## src/hdl/spfm_map.vh

```
// Register map, field positions, reset values and timing counts of the pin mux
`ifndef SPFM_MAP_VH
`define SPFM_MAP_VH
// Register offsets (byte addresses, one byte register each)
`define SPFM_ADDR_SYS_OPT 4'h0
`define SPFM_ADDR_PORT_DATA 4'h1
`define SPFM_ADDR_PORT_DIR 4'h2
`define SPFM_ADDR_PULL_EN 4'h3
`define SPFM_ADDR_PULL_SEL 4'h4
`define SPFM_ADDR_ALT_EN 4'h5
`define SPFM_ADDR_PIN_STATE 4'h6
`define SPFM_ADDR_STATUS 4'h7
// System options fields
`define SPFM_SYSTEM_OPTIONS_REGISTER_RSTPIN_BIT 0
`define SPFM_SYSTEM_OPTIONS_REGISTER_DBGPIN_BIT 1
// Alternate enable fields
`define SPFM_ALT_CMP_IN0_BIT 0
`define SPFM_ALT_KBD_BIT 1
`define SPFM_ALT_CMP_OUT_BIT 2
`define SPFM_ALT_TIMER_EXTERNAL_CLOCK_BIT 3
// Status fields
`define SPFM_STAT_BGND_BIT 0
`define SPFM_STAT_RSTPIN_BIT 1
`define SPFM_STAT_VPP_BIT 2
// Reset values
`define SPFM_SYSTEM_OPTIONS_REGISTER_RESET 8'h02
`define SPFM_PORT_RESET 8'h00
// Timing
`define SPFM_DBG_BIT_CYCLES 16
`define SPFM_SPEEDUP_CYCLES 1
`define SPFM_CNT_W 5
`endif

```

## src/hdl/spfm_pin_mux.v

```verilog
// Shared pin function mux: clocks, reset pin, debug pin and port pin priority
//
// Contract
// RL1: Bus clock runs at exactly half the internal clock source rate, feeds everything; here only fixed clock sync and debug bit timing use it.
// RL2: Fixed clock synchronised to bus clock; must stay below half bus clock.
// RL3: After power-on reset the reset-capable pin is a plain input bit.
// RL4: Setting reset pin enable turns that pin into the active-low reset input.
// RL5: Once in reset function the pin stays there until next power-on reset.
// RL6: With reset function selected, a low on the pin resets the device.
// RL7: Reset pin enable set forces the reset pin pullup on.
// RL8: Debug pin is mode select during reset, debug line right after.
// RL9: Debug pin keeps its pullup while in mode select or debug role.
// RL10: Software clears debug pin enable to use that pin as output only.
// RL11: Mode select high at reset release gives run; low gives background mode.
// RL12: Debug bit time is sixteen bus clock cycles.
// RL13: Debug line is pseudo open drain with brief driven-high speedup pulses.
// RL14: After reset the other pins are high-impedance inputs, pulls off.
// RL15: Higher priority enabled function wins; comparator over keyboard over port.
// RL16: Programming voltage on reset pin disables its pullup and pulldown.
// RL17: Debug pin as port bit is output only, reads give no pin level.
// RL18: Keyboard inputs only wake from stop or wait.
// RL19: Each general pin has software pullup and pulldown control.
// RL20: Power-on reset clears reset pin enable and sets debug pin enable.
//
// The implementer's own choices: the strobed register port and the register offsets.
`timescale 1ns/100ps
`default_nettype none
`include "spfm_map.vh"
module spfm_pin_mux
(
   input wire mclk,
   input wire rst_b,
   input wire clk_en,
   input wire por_b,
   input wire [3:0] reg_addr,
   input wire [7:0] reg_wdata,
   input wire reg_wr,
   input wire reg_rd,
   output reg [7:0] reg_rdata,
   output reg bus_clk_en,
   output reg fixed_clock_en,
   input wire fixed_clock,
   output reg device_reset_b,
   output reg background_mode,
   input wire low_power_mode,
   output wire keypad_wake,
   input wire comparator_output,
   output wire comparator_plus_input,
   output wire timer_external_clock,
   input wire vpp_present,
   input wire dbg_tx_req,
   input wire dbg_tx_bit,
   output reg dbg_tx_busy,
   output reg dbg_rx_level,
   input wire [5:0] pin_in,
   output reg [5:0] pin_out,
   output reg [5:0] pin_oe,
   output reg [5:0] pin_pullup,
   output reg [5:0] pin_pulldown
);
   localparam [1:0] ST_MODE_SEL = 2'h0;
   localparam [1:0] ST_DEBUG = 2'h1;
   localparam [1:0] ST_PORT = 2'h2;
   localparam integer BIT_LAST_I = `SPFM_DBG_BIT_CYCLES - 1;
   localparam integer HALF_BIT_I = `SPFM_DBG_BIT_CYCLES / 2;
   localparam integer SPEEDUP_I = `SPFM_SPEEDUP_CYCLES;
   localparam [4:0] BIT_LAST = BIT_LAST_I[4:0];
   localparam [4:0] HALF_BIT = HALF_BIT_I[4:0];
   localparam [4:0] SPEEDUP = SPEEDUP_I[4:0];

   reg [7:0] system_options_register_q;
   reg rstpin_lock_q;
   reg [7:0] data_q;
   reg [7:0] dir_q;
   reg [7:0] pull_en_q;
   reg [7:0] pull_sel_q;
   reg [7:0] alt_q;
   reg [5:0] pin_s1_q;
   reg [5:0] pin_s2_q;
   reg fx_s1_q;
   reg fx_s2_q;
   reg fx_last_q;
   reg vpp_s1_q;
   reg vpp_s2_q;
   reg [1:0] dbg_state_q;
   reg [1:0] rst_fsm_q;
   reg [4:0] bit_cnt_q;
   reg tx_bit_q;
   reg [4:0] rel_cnt_q;
   reg rstpin_low_q;

   wire rst_pin_sel;
   wire dbg_pin_sel;
   wire vpp_on;
   reg [7:0] rd_mux;

   // RL5 RL4: latched selection survives software writes until power-on
   assign rst_pin_sel = system_options_register_q[`SPFM_SYSTEM_OPTIONS_REGISTER_RSTPIN_BIT] | rstpin_lock_q;
   assign dbg_pin_sel = (dbg_state_q != ST_PORT);
   assign vpp_on = vpp_s2_q;

   // RL1: bus clock enable toggles every source cycle, giving half rate
   always @(posedge mclk or negedge rst_b)
   begin
      if (!rst_b)
         bus_clk_en <= 1'b0;
      else if (clk_en)
         bus_clk_en <= ~bus_clk_en;
   end

   // RL2: fixed clock edges resynchronised; only one edge per two bus cycles can pass
   always @(posedge mclk or negedge rst_b)
   begin
      if (!rst_b)
      begin
         fx_s1_q <= 1'b0;
         fx_s2_q <= 1'b0;
         fx_last_q <= 1'b0;
         fixed_clock_en <= 1'b0;
      end
      else if (clk_en)
      begin
         fx_s1_q <= fixed_clock;
         fx_s2_q <= fx_s1_q;
         fixed_clock_en <= 1'b0;
         if (bus_clk_en)
         begin
            fx_last_q <= fx_s2_q;
            fixed_clock_en <= fx_s2_q & ~fx_last_q; // RL2
         end
      end
   end

   // Pin and programming voltage synchronisers
   always @(posedge mclk or negedge rst_b)
   begin
      if (!rst_b)
      begin
         pin_s1_q <= 6'h00;
         pin_s2_q <= 6'h00;
         vpp_s1_q <= 1'b0;
         vpp_s2_q <= 1'b0;
      end
      else if (clk_en)
      begin
         pin_s1_q <= pin_in;
         pin_s2_q <= pin_s1_q;
         vpp_s1_q <= vpp_present;
         vpp_s2_q <= vpp_s1_q;
      end
   end

   // Registers; rst_b is the power-on reset of this block
   always @(posedge mclk or negedge rst_b)
   begin
      if (!rst_b)
      begin
         system_options_register_q <= `SPFM_SYSTEM_OPTIONS_REGISTER_RESET; // RL20
         rstpin_lock_q <= 1'b0; // RL3
         data_q <= `SPFM_PORT_RESET;
         dir_q <= `SPFM_PORT_RESET; // RL14
         pull_en_q <= `SPFM_PORT_RESET; // RL14
         pull_sel_q <= `SPFM_PORT_RESET;
         alt_q <= `SPFM_PORT_RESET;
      end
      else if (clk_en)
      begin
         if (system_options_register_q[`SPFM_SYSTEM_OPTIONS_REGISTER_RSTPIN_BIT])
            rstpin_lock_q <= 1'b1; // RL5
         if (reg_wr)
         begin
            if (reg_addr == `SPFM_ADDR_SYS_OPT)
            begin
               system_options_register_q <= reg_wdata;
               // Write of zero cannot release a locked reset pin
               if (rstpin_lock_q | system_options_register_q[`SPFM_SYSTEM_OPTIONS_REGISTER_RSTPIN_BIT])
                  system_options_register_q[`SPFM_SYSTEM_OPTIONS_REGISTER_RSTPIN_BIT] <= 1'b1; // RL5
            end
            else if (reg_addr == `SPFM_ADDR_PORT_DATA)
               data_q <= reg_wdata;
            else if (reg_addr == `SPFM_ADDR_PORT_DIR)
               dir_q <= reg_wdata;
            else if (reg_addr == `SPFM_ADDR_PULL_EN)
               pull_en_q <= reg_wdata; // RL19
            else if (reg_addr == `SPFM_ADDR_PULL_SEL)
               pull_sel_q <= reg_wdata; // RL19
            else if (reg_addr == `SPFM_ADDR_ALT_EN)
               alt_q <= reg_wdata;
         end
      end
   end

   // RL6: external low on the reset pin, synchronised and held for release time
   always @(posedge mclk or negedge rst_b)
   begin
      if (!rst_b)
      begin
         rstpin_low_q <= 1'b0;
         device_reset_b <= 1'b0;
         rel_cnt_q <= 5'h00;
      end
      else if (clk_en)
      begin
         rstpin_low_q <= rst_pin_sel & ~pin_s2_q[2] & ~vpp_on; // RL6
         if (rstpin_low_q)
         begin
            device_reset_b <= 1'b0;
            rel_cnt_q <= 5'h00;
         end
         else if (rel_cnt_q != BIT_LAST)
            rel_cnt_q <= rel_cnt_q + 5'h01;
         else
            device_reset_b <= 1'b1;
      end
   end

   // RL8 RL11: mode select sampled at the first enabled clock edge after device reset has risen
   always @(posedge mclk or negedge rst_b)
   begin
      if (!rst_b)
      begin
         dbg_state_q <= ST_MODE_SEL;
         background_mode <= 1'b0;
         rst_fsm_q <= 2'h0;
      end
      else if (clk_en)
      begin
         rst_fsm_q <= {rst_fsm_q[0], device_reset_b};
         case (dbg_state_q)
            ST_MODE_SEL:
            begin
               if (device_reset_b)
               begin
                  background_mode <= ~pin_s2_q[3]; // RL11
                  dbg_state_q <= ST_DEBUG; // RL8
               end
            end
            ST_DEBUG:
            begin
               if (!device_reset_b)
                  dbg_state_q <= ST_MODE_SEL;
               else if (!system_options_register_q[`SPFM_SYSTEM_OPTIONS_REGISTER_DBGPIN_BIT])
                  dbg_state_q <= ST_PORT; // RL10
            end
            ST_PORT:
            begin
               if (!device_reset_b)
                  dbg_state_q <= ST_MODE_SEL;
               else if (system_options_register_q[`SPFM_SYSTEM_OPTIONS_REGISTER_DBGPIN_BIT])
                  dbg_state_q <= ST_DEBUG;
            end
            default:
               dbg_state_q <= ST_MODE_SEL;
         endcase
      end
   end

   // RL12 RL13: one debug bit is 16 bus cycles; low drive then short driven-high pulse
   always @(posedge mclk or negedge rst_b)
   begin
      if (!rst_b)
      begin
         dbg_tx_busy <= 1'b0;
         bit_cnt_q <= 5'h00;
         tx_bit_q <= 1'b1;
         dbg_rx_level <= 1'b1;
      end
      else if (clk_en)
      begin
         dbg_rx_level <= pin_s2_q[3];
         if (!dbg_tx_busy)
         begin
            if (dbg_tx_req && dbg_state_q == ST_DEBUG)
            begin
               dbg_tx_busy <= 1'b1;
               tx_bit_q <= dbg_tx_bit;
               bit_cnt_q <= 5'h00;
            end
         end
         else if (bus_clk_en)
         begin
            if (bit_cnt_q == BIT_LAST)
               dbg_tx_busy <= 1'b0; // RL12
            else
               bit_cnt_q <= bit_cnt_q + 5'h01;
         end
      end
   end

   // Pin drive, priority and pulls
   always @*
   begin
      pin_out = data_q[5:0];
      pin_oe = dir_q[5:0];
      pin_pullup = pull_en_q[5:0] & ~pull_sel_q[5:0]; // RL19
      pin_pulldown = pull_en_q[5:0] & pull_sel_q[5:0];
      // RL15: comparator input outranks keyboard and port on bit zero
      if (alt_q[`SPFM_ALT_CMP_IN0_BIT])
      begin
         pin_oe[0] = 1'b0;
         pin_pullup[0] = 1'b0;
         pin_pulldown[0] = 1'b0;
      end
      else if (alt_q[`SPFM_ALT_KBD_BIT])
         pin_oe[0] = 1'b0; // RL15
      if (alt_q[`SPFM_ALT_KBD_BIT])
      begin
         pin_oe[1] = 1'b0;
         pin_oe[4] = 1'b0;
         pin_oe[5] = 1'b0;
      end
      // Bit two is input only
      pin_oe[2] = 1'b0; // RL3
      if (rst_pin_sel)
      begin
         pin_pullup[2] = 1'b1; // RL7
         pin_pulldown[2] = 1'b0;
      end
      if (vpp_on)
      begin
         pin_pullup[2] = 1'b0; // RL16
         pin_pulldown[2] = 1'b0;
      end
      // Bit three: debug line, else comparator out, else output-only port
      if (dbg_pin_sel)
      begin
         pin_pullup[3] = 1'b1; // RL9
         pin_pulldown[3] = 1'b0;
         pin_out[3] = 1'b0;
         pin_oe[3] = 1'b0;
         if (dbg_tx_busy)
         begin
            // RL13: pseudo open drain; only a brief high speedup drive
            if (!tx_bit_q || bit_cnt_q < HALF_BIT)
               pin_oe[3] = (bit_cnt_q < HALF_BIT) | ~tx_bit_q ? (bit_cnt_q < HALF_BIT || !tx_bit_q) : 1'b0;
            else
               pin_oe[3] = 1'b0;
            if (bit_cnt_q >= HALF_BIT && bit_cnt_q < HALF_BIT + SPEEDUP && tx_bit_q)
            begin
               pin_out[3] = 1'b1; // RL13
               pin_oe[3] = 1'b1;
            end
            if (!tx_bit_q && bit_cnt_q >= BIT_LAST - SPEEDUP + 5'h01)
            begin
               pin_out[3] = 1'b1; // RL13
               pin_oe[3] = 1'b1;
            end
         end
      end
      else if (alt_q[`SPFM_ALT_CMP_OUT_BIT])
      begin
         pin_out[3] = comparator_output;
         pin_oe[3] = 1'b1;
      end
      else
         pin_oe[3] = 1'b1; // RL17
   end

   // RL18: keyboard only gives a wakeup, during stop or wait
   // Comparator input on bit zero hides that pin from the keyboard
   assign keypad_wake = alt_q[`SPFM_ALT_KBD_BIT] & low_power_mode &
      ~((pin_s2_q[0] | alt_q[`SPFM_ALT_CMP_IN0_BIT]) & // RL15
      pin_s2_q[1] & pin_s2_q[2] & pin_s2_q[4] & pin_s2_q[5]); // RL18
   assign comparator_plus_input = alt_q[`SPFM_ALT_CMP_IN0_BIT] & pin_s2_q[0];
   assign timer_external_clock = alt_q[`SPFM_ALT_TIMER_EXTERNAL_CLOCK_BIT] & pin_s2_q[2];

   // Register read mux; data one cycle after strobe
   always @*
   begin
      rd_mux = 8'h00;
      if (reg_addr == `SPFM_ADDR_SYS_OPT)
         rd_mux = system_options_register_q;
      else if (reg_addr == `SPFM_ADDR_PORT_DATA)
         rd_mux = data_q;
      else if (reg_addr == `SPFM_ADDR_PORT_DIR)
         rd_mux = dir_q;
      else if (reg_addr == `SPFM_ADDR_PULL_EN)
         rd_mux = pull_en_q;
      else if (reg_addr == `SPFM_ADDR_PULL_SEL)
         rd_mux = pull_sel_q;
      else if (reg_addr == `SPFM_ADDR_ALT_EN)
         rd_mux = alt_q;
      else if (reg_addr == `SPFM_ADDR_PIN_STATE)
         // RL17: debug pin in port role has no input path
         rd_mux = {2'h0, pin_s2_q[5:4], pin_s2_q[3] & dbg_pin_sel, pin_s2_q[2:0]};
      else if (reg_addr == `SPFM_ADDR_STATUS)
         rd_mux = {5'h00, vpp_on, rst_pin_sel, background_mode};
   end

   always @(posedge mclk or negedge rst_b)
   begin
      if (!rst_b)
         reg_rdata <= 8'h00;
      else if (clk_en)
         reg_rdata <= reg_rd ? rd_mux : 8'h00;
   end
endmodule // spfm_pin_mux
`default_nettype wire

```

## config.mk

```make
export PLATFORM = sky130hd
export DESIGN_NAME = spfm_pin_mux
export DESIGN_NICKNAME = d
export VERILOG_FILES = /design/src/hdl/spfm_pin_mux.v
export VERILOG_INCLUDE_DIRS = /design/src /design/src/hdl
export SDC_FILE = /design/constraint.sdc
export NUM_CORES = 1
export LEC_CHECK = 0
export BUFFER_PORTS_ARGS = -buffer_cell sky130_fd_sc_hd__buf_2
export CORE_MARGIN = 3
export CORE_UTILIZATION = 48
export CTS_BUF_LIST = sky130_fd_sc_hd__clkbuf_4 sky130_fd_sc_hd__clkbuf_8 sky130_fd_sc_hd__clkbuf_16
export DETAILED_ROUTE_END_ITERATION = 7
export PLACE_DENSITY = 0.69
export SLEW_MARGIN = 20
export SYNTH_ARGS = -nofsm -noshare
export SYNTH_HDL_FRONTEND = slang
export SYNTH_SLANG_ARGS = --single-unit
```

## constraint.sdc

```tcl
create_clock -name mclk -period 2.6 [get_ports mclk]
set_input_delay 0.39 -clock mclk [delete_from_list [all_inputs] [get_ports mclk]]
set_output_delay 0.39 -clock mclk [all_outputs]
set_load 0.05 [all_outputs]
```

==> flow_metrics.tcl, run 1 <==
set metrics [dict create \
    outcome "complete, no violations" \
    path_buf_inv 1 \
    reg2regPathDepth 7 \
    syn_nets 427 \
    tns_ns 0 \
    path_class "register to output port" \
    finClkSkew_ns 0.0105 \
    core_area_um2 9280 \
    yosysMostFrequentCell "dfrtp_1" \
    num_vias 3356 \
    reg2reg_to "bit_cnt_q[2]" \
    track_usage_pct 20.2 \
    synth-seq-area-share_pct 50.9 \
    switching_share_pct 37.5 \
    finalCriticalPeriod_ns 2.41 \
    switchingPower_w 0.00168 \
    hold_violations 0 \
    synth_commonest_cells "91 x dfrtp_1, 62 x mux2_2, 23 x nand2_1, 19 x o21ai_0, 15 x nor2b_1" \
    final_nets 494 \
    synth_edf_count 0 \
    cts.sinks 94 \
    post-route-drc-count 0 \
    viasPerCell 5.65 \
    critPathMaxFanout 5 \
    synth_ff_type "dfrtp_1" \
    setup_ws_ns 0.186 \
    grt_pass1_vias 3365 \
    synth_top_area_cell "dfrtp_1" \
    synth_seq_cells 94 \
    antenna_found_initial 0 \
    fin_crit_sh_pct 92.8 \
    dr.first_iter.drc_count 184 \
    slew_violations 0 \
    wl_per_cell_um 18.0 \
    design.die.area_um2 10800 \
    drive_gt1_share_pct 38.5 \
    clk_pin_slew_ns 0.10 \
    synthTopCellsByArea "dfrtp_1 49%, mux2_2 15%, mux2_4 2.6%" \
    syn_avg_cell_area_um2 11.8 \
    placementRows 35 \
    synthArstFlopShare_pct 100 \
    slowest_stage "dfrtp_1" \
    max_freq_mhz 414 \
    syn_to_final_growth_pct 15.1 \
    hold_ws_ns 0.00950 \
    vdd_drop_max_v 0.000487 \
    rsz0062_at_grt "false" \
    initial_utilization_pct 49.8 \
    dp_slack_ns 0.453 \
    p_seq_share_pct 47.1 \
    root_buffer "clkbuf_8" \
    crit_chain "ha_2, and3_1, ha_2, nor3_2, o21ai_0, nand4_1, o21ai_0, buf_4" \
    fillerInstances 793 \
    cts_max_level 3 \
    critPathCaptureType "output port" \
    p_int_w 0.00280 \
    synth.distinct_cells 54 \
    r2r-start "bit_cnt_q[0]" \
    clock_latency_ns 0.36 \
    routabilityCongestion 0.806 \
    synth_top_area_share_pct 49.2 \
    synth_warnings 0 \
    pwr-share-comb_pct 30.9 \
    clkPwrFrac_pct 22.1 \
    slew_headroom_pct 57.8 \
    cts_tree "built" \
    ios 71 \
    required_ns 2.21 \
    critPathMaxStageDelay_ns 0.43 \
    port_buffers 68 \
    syn_inst 393 \
    hp-class "input port to asynchronous set/reset pin" \
    cp_top_family "simple AND/OR/NAND/NOR gates" \
    worst_slew_pin_slew_ns 0.633 \
    ant_nets 0 \
    drv_cap 0 \
    grt_max_degree 53 \
    setup-violations-final 0 \
    crit_arrival_ns 2.02 \
    p_leak_nw 2.46 \
    diodes 0 \
    numCtsBuffers 9 \
    syn_area_um2 4620 \
    p_total_w 0.00449 \
    grt_pass1_wl_mm 17.6 \
    firstDrtPassIters 4 \
    reg2reg_slack_ns 0.72 \
    die_h_um 104 \
    cts_hold_buf 0 \
    final_util_pct 57.3 \
    routed_wl_mm 10.7 \
    grt-ovfl-total 0 \
    power_density_nw_per_um2 843 \
    start_kind "register" \
    die_x_um 104 \
    dp_hpwl_mm 7.42 \
    clockBufferDepth 2 \
]
==> stage by stage <==
stage                     std cells  cell area [µm²]
after global routing            594             5320
after floorplan                 393             4620
after CTS                       593             5300
after global placement          577             5100
after detailed placement        577             5100
final                           594             5320
==> worst register-to-register path, stage by stage, from the launching register on <==
cell     delay, ns
dfrtp_1       0.42
ha_2          0.20
and3_1        0.17
ha_2          0.21
and3b_1       0.18
o21ai_1       0.37
o21ai_0       0.17
o21ai_0       0.09
==> power groups by stage <==
stage | registers [W] | clock network, W | logic [W]
2_1_floorplan | 0.00216 | 0 | 0.000976
3_3_place_gp | 0.00211 | 0 | 0.00134
3_5_place_dp | 0.00213 | 0 | 0.00138
4_1_cts | 0.00210 | 0.00102 | 0.00138
5_1_grt | 0.00216 | 0.00107 | 0.00150
6_report | 0.00211 | 0.000989 | 0.00139
==> area by class of cell <==
cell class              instances  area (µm²)  share of cell area (%)
clock buffers                  11         145                    2.73
clock inverters                 5        58.8                    1.10
inverters                      12        45.0                   0.846
multi-input cells             263        2110                    39.6
flip-flops and latches         94        2360                    44.3
well taps                     129         161                    3.03
repair buffers                 80         448                    8.42
==> layer usage <==
layer / part of all wire [%] / global-route usage, % / wire, µm
met1: 45 / 27.7 / 4840
met2: 49 / 32.5 / 5220
met3: 4.7 / 4.22 / 502
met4: 1.4 / 5.70 / 150
met5: 0 / 0 / 0
==> layout by cell type, fill, tap and decap left out, types with 3 or more instances in the layout <==
cell type | netlist | layout
a21oi_1 | 11 | 11
a22oi_1 | 3 | 3
a31oi_1 | 3 | 3
and2_1 | 5 | 5
and3_1 | 3 | 3
buf_2 | 7 | 66
buf_4 | 7 | 13
clkbuf_8 | 0 | 10
dfrtp_1 | 91 | 91
dfstp_2 | 3 | 3
inv_1 | 12 | 12
mux2_2 | 62 | 62
mux2_4 | 8 | 8
mux2i_1 | 11 | 11
nand2_1 | 23 | 23
nand2b_1 | 12 | 12
nand3_1 | 4 | 4
nor2_1 | 11 | 11
nor2b_1 | 15 | 15
nor3_1 | 4 | 3
nor3b_1 | 3 | 3
o211ai_1 | 3 | 3
o21ai_0 | 19 | 19
o221ai_1 | 3 | 3
o22ai_1 | 8 | 8
o2bb2ai_1 | 5 | 5
o32ai_1 | 3 | 3
o41ai_1 | 3 | 3
or3_1 | 4 | 4
==> logic make-up after synthesis <==
family	share of synthesized area (%)
xor+xnor	0.189
flops	50.9
fa+ha+maj	1.08
other cells	0.0811
compound gates	10.6
simple gates	12.9
mux	20.6
buf+inv	3.68
==> worst max-delay path by stage <==
stage / end / from / cells past startpoint
3_5_place_dp: pull_en_q[3] / reg_addr[0] / 4
5_1_grt: pin_out[3] / bit_cnt_q[0] / 8
6_report: pin_out[3] / bit_cnt_q[0] / 8
2_1_floorplan: pin_out[3] / bit_cnt_q[0] / 7
3_3_place_gp: pull_en_q[7] / reg_addr[0] / 4
4_1_cts: pin_out[3] / bit_cnt_q[0] / 8
==> timing repair <==
action                     CTS  global route
resized for setup            0             5
setup endpoints to repair    0             1
buffers inserted             0             1
==> registers in the layout (all words and copies together), names as in the netlist, 2 cells and up <==
signal                     flops
dir_q                          8
dbg_state_q                    2
system_options_register_q      8
rel_cnt_q                      5
bit_cnt_q                      5
pin_s1_q                       6
pin_s2_q                       6
reg_rdata                      8
data_q                         8
pull_en_q                      8
alt_q                          8
pull_sel_q                     8
No activity file was read; power rests on OpenSTA's default activity.
==> inputs of run 2 (changes only) <==
ABC_AREA = 1   (was default)
==> flow_metrics.tcl, run 2 <==
set metrics [dict create \
    numCtsBuffers 9 \
    critPathMaxStageDelay_ns 0.41 \
    required_ns 2.21 \
    track_usage_pct 21.3 \
    outcome "complete, no violations" \
    finalCriticalPeriod_ns 2.28 \
    cts.sinks 94 \
    crit_arrival_ns 1.89 \
    power_density_nw_per_um2 785 \
    synthArstFlopShare_pct 100 \
    port_buffers 68 \
    rsz0062_at_grt "false" \
    grt_max_degree 51 \
    fin_crit_sh_pct 87.6 \
    wl_per_cell_um 14.4 \
    syn_inst 572 \
    start_kind "register" \
    grt_pass1_vias 3753 \
    synth_warnings 0 \
    core_area_um2 9330 \
    cts_setup_buffers 0 \
    final_cell_mix "182 x nand2_1, 91 x dfrtp_1, 67 x buf_2, 58 x inv_1, 52 x o21ai_0" \
    final_util_pct 56.4 \
    syn_nets 606 \
    viasPerCell 5.13 \
    clk_pin_slew_ns 0.09 \
    place_area_um2 5030 \
    diodes 0 \
    hold_ws_ns 0.0179 \
    clockBufferDepth 2 \
    yosysMostFrequentCell "nand2_1" \
    fillerInstances 879 \
    die_h_um 104 \
    die_x_um 104 \
    tns_ns 0 \
    critPathCaptureType "output port" \
    cts_tree "built" \
    num_vias 3932 \
    reg2reg_slack_ns 0.72 \
    max_freq_mhz 439 \
    cp_top_family "flip-flops" \
    synth_commonest_cells "182 x nand2_1, 91 x dfrtp_1, 58 x inv_1, 52 x o21ai_0, 38 x nor2_1" \
    clock_latency_ns 0.36 \
    ant_nets 0 \
    synth.distinct_cells 36 \
    setup-violations-final 0 \
    synth_top_area_share_pct 49.2 \
    p_leak_nw 2.83 \
    syn_avg_cell_area_um2 8.09 \
    hold_violations 0 \
    firstDrtPassIters 5 \
    slowest_stage "dfrtp_1" \
    fin_area_um2 5260 \
    routabilityCongestion 0.929 \
    synth_ff_type "dfrtp_1" \
    placementRows 35 \
    worst_slew_pin_slew_ns 0.588 \
    slew_violations 0 \
    design.die.area_um2 10900 \
    vdd_drop_max_v 0.000356 \
    synth_seq_cells 94 \
    syn_to_final_growth_pct 13.7 \
    reg2reg_to "bit_cnt_q[0]" \
    syn_area_um2 4630 \
    ios 71 \
    cts_max_level 3 \
    synth_edf_count 0 \
    r2r-start "bit_cnt_q[0]" \
    drive_gt1_share_pct 20.4 \
    synth_top_area_cell "dfrtp_1" \
    final_common_cell "nand2_1" \
    dp_hpwl_mm 8.03 \
    crit_chain "ha_1, nand2_1, nor2_1, ha_1, inv_1, nand4_1, nand2_1, o22ai_1, buf_2" \
    synthTopCellsByArea "dfrtp_1 49%, nand2_1 15%, o21ai_0 5.6%" \
    initial_utilization_pct 49.6 \
    root_buffer "clkbuf_8" \
    slew_headroom_pct 60.8 \
    path_buf_inv 2 \
    cts_resized 0 \
    hp-class "input port to asynchronous set/reset pin" \
    critPathMaxFanout 5 \
    routed_wl_mm 11.0 \
    grt_pass1_wl_mm 18.6 \
    synth-seq-area-share_pct 50.9 \
    antenna_found_initial 0 \
    post-route-drc-count 0 \
    drv_cap 0 \
    reg2regPathDepth 11 \
    cts_hold_buf 0 \
    path_class "register to output port" \
    final_nets 667 \
    grt-ovfl-total 0 \
    finClkSkew_ns 0.00727 \
    dr.first_iter.drc_count 228 \
]
==> run 2: cell types whose count changed after synthesis, sizes merged, moves of 6 or more <==
cell	previous run	this run
clkbuf	10	4
inv	12	64
mux2	70	0
mux2i	11	1
nand2	23	192
nand2b	12	0
nand3	5	25
nand4	2	10
nor2	13	43
nor2b	15	0
o21ai	20	81
==> run 2: area by class of cell <==
class,instances,area [µm²],area share (%)
timing repair buffer,70,370,7.04
multi-input combinational,392,1890,35.9
tap,129,161,3.07
clock inverter,5,81.3,1.55
inverter,66,253,4.80
sequential,94,2360,44.8
clock buffer,11,151,2.88
==> run 2: how the worst max path moves through the flow <==
stage,slack (ns),cells after the start,to,from
after global routing,0.18,9,pin_out[3],bit_cnt_q[1]
after global placement,0.75,7,data_q[0],reg_addr[2]
after CTS,0.31,9,pin_out[3],bit_cnt_q[1]
after floorplan,0.06,2,pin_oe[3],dbg_tx_busy
final,0.32,9,pin_out[3],bit_cnt_q[1]
after detailed placement,0.73,9,pin_out[3],bit_cnt_q[1]
==> run 2: per-stage QoR <==
stage / setup slack [ns] / cells / total power, W
5_1_grt: 0.180 / 767 / 0.00437
2_1_floorplan: 0.0596 / 572 / 0.00275
3_5_place_dp: 0.730 / 751 / 0.00305
4_1_cts: 0.310 / 767 / 0.00415
3_3_place_gp: 0.746 / 751 / 0.00301
6_report: 0.323 / 767 / 0.00413
==> run 2: where the power goes <==
group | switching, W | internal [W] | leakage, nW
registers | 0.000221 | 0.00173 | 1.20
logic | 0.000756 | 0.000312 | 1.51
clock network | 0.000517 | 0.000594 | 0.116
==> run 2: cells by family after synthesis <==
group / share of synthesized area [%]
DFF: 50.9
muxes: 0.216
AOI/OAI and AO/OA: 13.1
buffers and inverters: 8.30
other: 0.0810
and+or+nand+nor: 26.4
adders and majority gates: 1.08
==> run 2: metal layers <==
metal / wire, µm / vias up / track usage, %
li1: - / 1949 / -
met1: 5200 / 1854 / 31.1
met2: 4990 / 115 / 32.6
met3: 676 / 14 / 3.66
met4: 151 / 0 / 6.55
met5: 0 / - / 0
==> inputs of run 3 (changes only) <==
PLACE_DENSITY = default   (was 0.69)
PLACE_DENSITY_LB_ADDON = 0.25   (was default)
==> flow_metrics.tcl, run 3 (synthesis results as in run 2) <==
set metrics [dict create \
    critPathMaxFanout 5 \
    firstDrtPassIters 5 \
    drive_gt1_share_pct 20.5 \
    placementRows 35 \
    outcome "complete, no violations" \
    routabilityCongestion 0.905 \
    port_buffers 68 \
    finClkSkew_ns 0.0118 \
    power_density_nw_per_um2 770 \
    grt-ovfl-total 0 \
    grt_pass1_wl_mm 18.5 \
    start_kind "register" \
    dr.first_iter.drc_count 218 \
    ios 71 \
    cts_hold_buf 0 \
    fillerInstances 903 \
    clkPwrFrac_pct 25.3 \
    ant_nets 0 \
    p_int_w 0.00255 \
    critPathCaptureType "output port" \
    seqCellArea_um2 2360 \
    cp_top_family "flip-flops" \
    cts_tree "built" \
    design.die.area_um2 10900 \
    numCtsBuffers 9 \
    path_class "register to output port" \
    finalCriticalPeriod_ns 2.29 \
    final_common_cell "nand2_1" \
    cts_setup_buffers 0 \
    clk_pin_slew_ns 0.09 \
    path_buf_inv 2 \
    track_usage_pct 21.1 \
    dp_hpwl_mm 8.12 \
    hold_violations 0 \
    num_vias 3839 \
    clockBufferDepth 2 \
    switchingPower_w 0.00149 \
    core_area_um2 9330 \
    reg2regPathDepth 11 \
    routed_wl_mm 11.0 \
    placed_cells 752 \
    diodes 0 \
    cts_resized 0 \
    wl_per_cell_um 14.3 \
    rsz0062_at_grt "false" \
    viasPerCell 5.00 \
    grt_max_degree 45 \
    grt_pass1_vias 3680 \
    p_seq_share_pct 48.3 \
    cp_num_cells 9 \
    pwr-share-comb_pct 26.4 \
    required_ns 2.21 \
    slew_violations 0 \
    post-route-drc-count 0 \
    die_h_um 104 \
    setup-violations-final 0 \
    tns_ns 0 \
    final_cell_mix "182 x nand2_1, 91 x dfrtp_1, 67 x buf_2, 58 x inv_1, 52 x o21ai_0" \
    final_nets 668 \
    max_freq_mhz 437 \
    instances_no_fill 768 \
    antenna_found_initial 0 \
    crit_arrival_ns 1.90 \
    critPathMaxStageDelay_ns 0.41 \
    initial_utilization_pct 49.6 \
    hold_ws_ns 0.0224 \
    slowest_stage "dfrtp_1" \
    multiInputGateArea_um2 1890 \
    p_total_w 0.00404 \
    vdd_drop_max_v 0.000407 \
    drv_cap 0 \
    clock_latency_ns 0.36 \
    cts.sinks 94 \
    syn_to_final_growth_pct 13.4 \
    root_buffer "clkbuf_8" \
    hp-class "input port to asynchronous set/reset pin" \
    cts_max_level 3 \
    switching_share_pct 36.9 \
    p_leak_nw 2.82 \
    die_x_um 104 \
    slew_headroom_pct 61.8 \
    worst_slew_pin_slew_ns 0.573 \
    crit_chain "ha_1, nand2_1, nor2_1, ha_1, inv_1, nand4_1, nand2_1, o22ai_1, buf_2" \
    fin_crit_sh_pct 88.0 \
]
## run 3: cell count changes in the layout (fill, tap and decap cells not counted), sizes merged
cell,delta
clkinv,-2
buf,+1
bufinv,-1
clkbuf,+1
clkinvlp,+1
inv,+1
## run 3: power by group through the flow
stage                     registers, W  logic [W]  clock network [W]
after floorplan                0.00199   0.000761                  0
final                          0.00195    0.00107            0.00102
after global routing           0.00199    0.00118            0.00111
after CTS                      0.00195    0.00108            0.00105
after global placement         0.00196    0.00105                  0
after detailed placement       0.00198    0.00107                  0
## run 3: layer usage
| layer | vias to the layer above | global-route usage (%) | routed length (µm) |
|---|---|---|---|
| met5 | - | 0 | 0 |
| met4 | 0 | 3.99 | 93 |
| met3 | 6 | 4.22 | 527 |
| met2 | 97 | 31.7 | 4840 |
| met1 | 1784 | 32.0 | 5530 |
| li1 | 1952 | - | - |
## run 3: area by class of cell
cell class / instances / area share (%)
Tap cell: 129 / 3.07
Clock buffer: 12 / 3.03
Sequential cell: 94 / 44.9
Clock inverter: 4 / 1.02
Inverter: 66 / 4.81
Multi-Input combinational cell: 392 / 36.0
Timing Repair Buffer: 71 / 7.20
## run 3: through the flow
stage	util, %	setup WS, ns	cell area [µm²]
after detailed placement	54.0	0.679	5040
after global routing	56.3	0.161	5250
after floorplan	-	0.0596	4630
after CTS	56.3	0.287	5250
final	56.3	0.313	5250
after global placement	54.0	0.755	5040
## run 3: path summary, 6_finish.rpt
path | slack (ns) | endpoint | from
max | 0.31 | pin_out[3] | bit_cnt_q[1]
min in group mclk | 0.23 | pin_s1_q[3] | pin_in[3]
max in group asynchronous | 1.92 | system_options_register_q[1] | rst_b
min | 0.02 | data_q[6] | rst_b
max reg2reg | 0.74 | bit_cnt_q[0] | bit_cnt_q[0]
min reg2reg | 0.48 | rstpin_lock_q | rstpin_lock_q
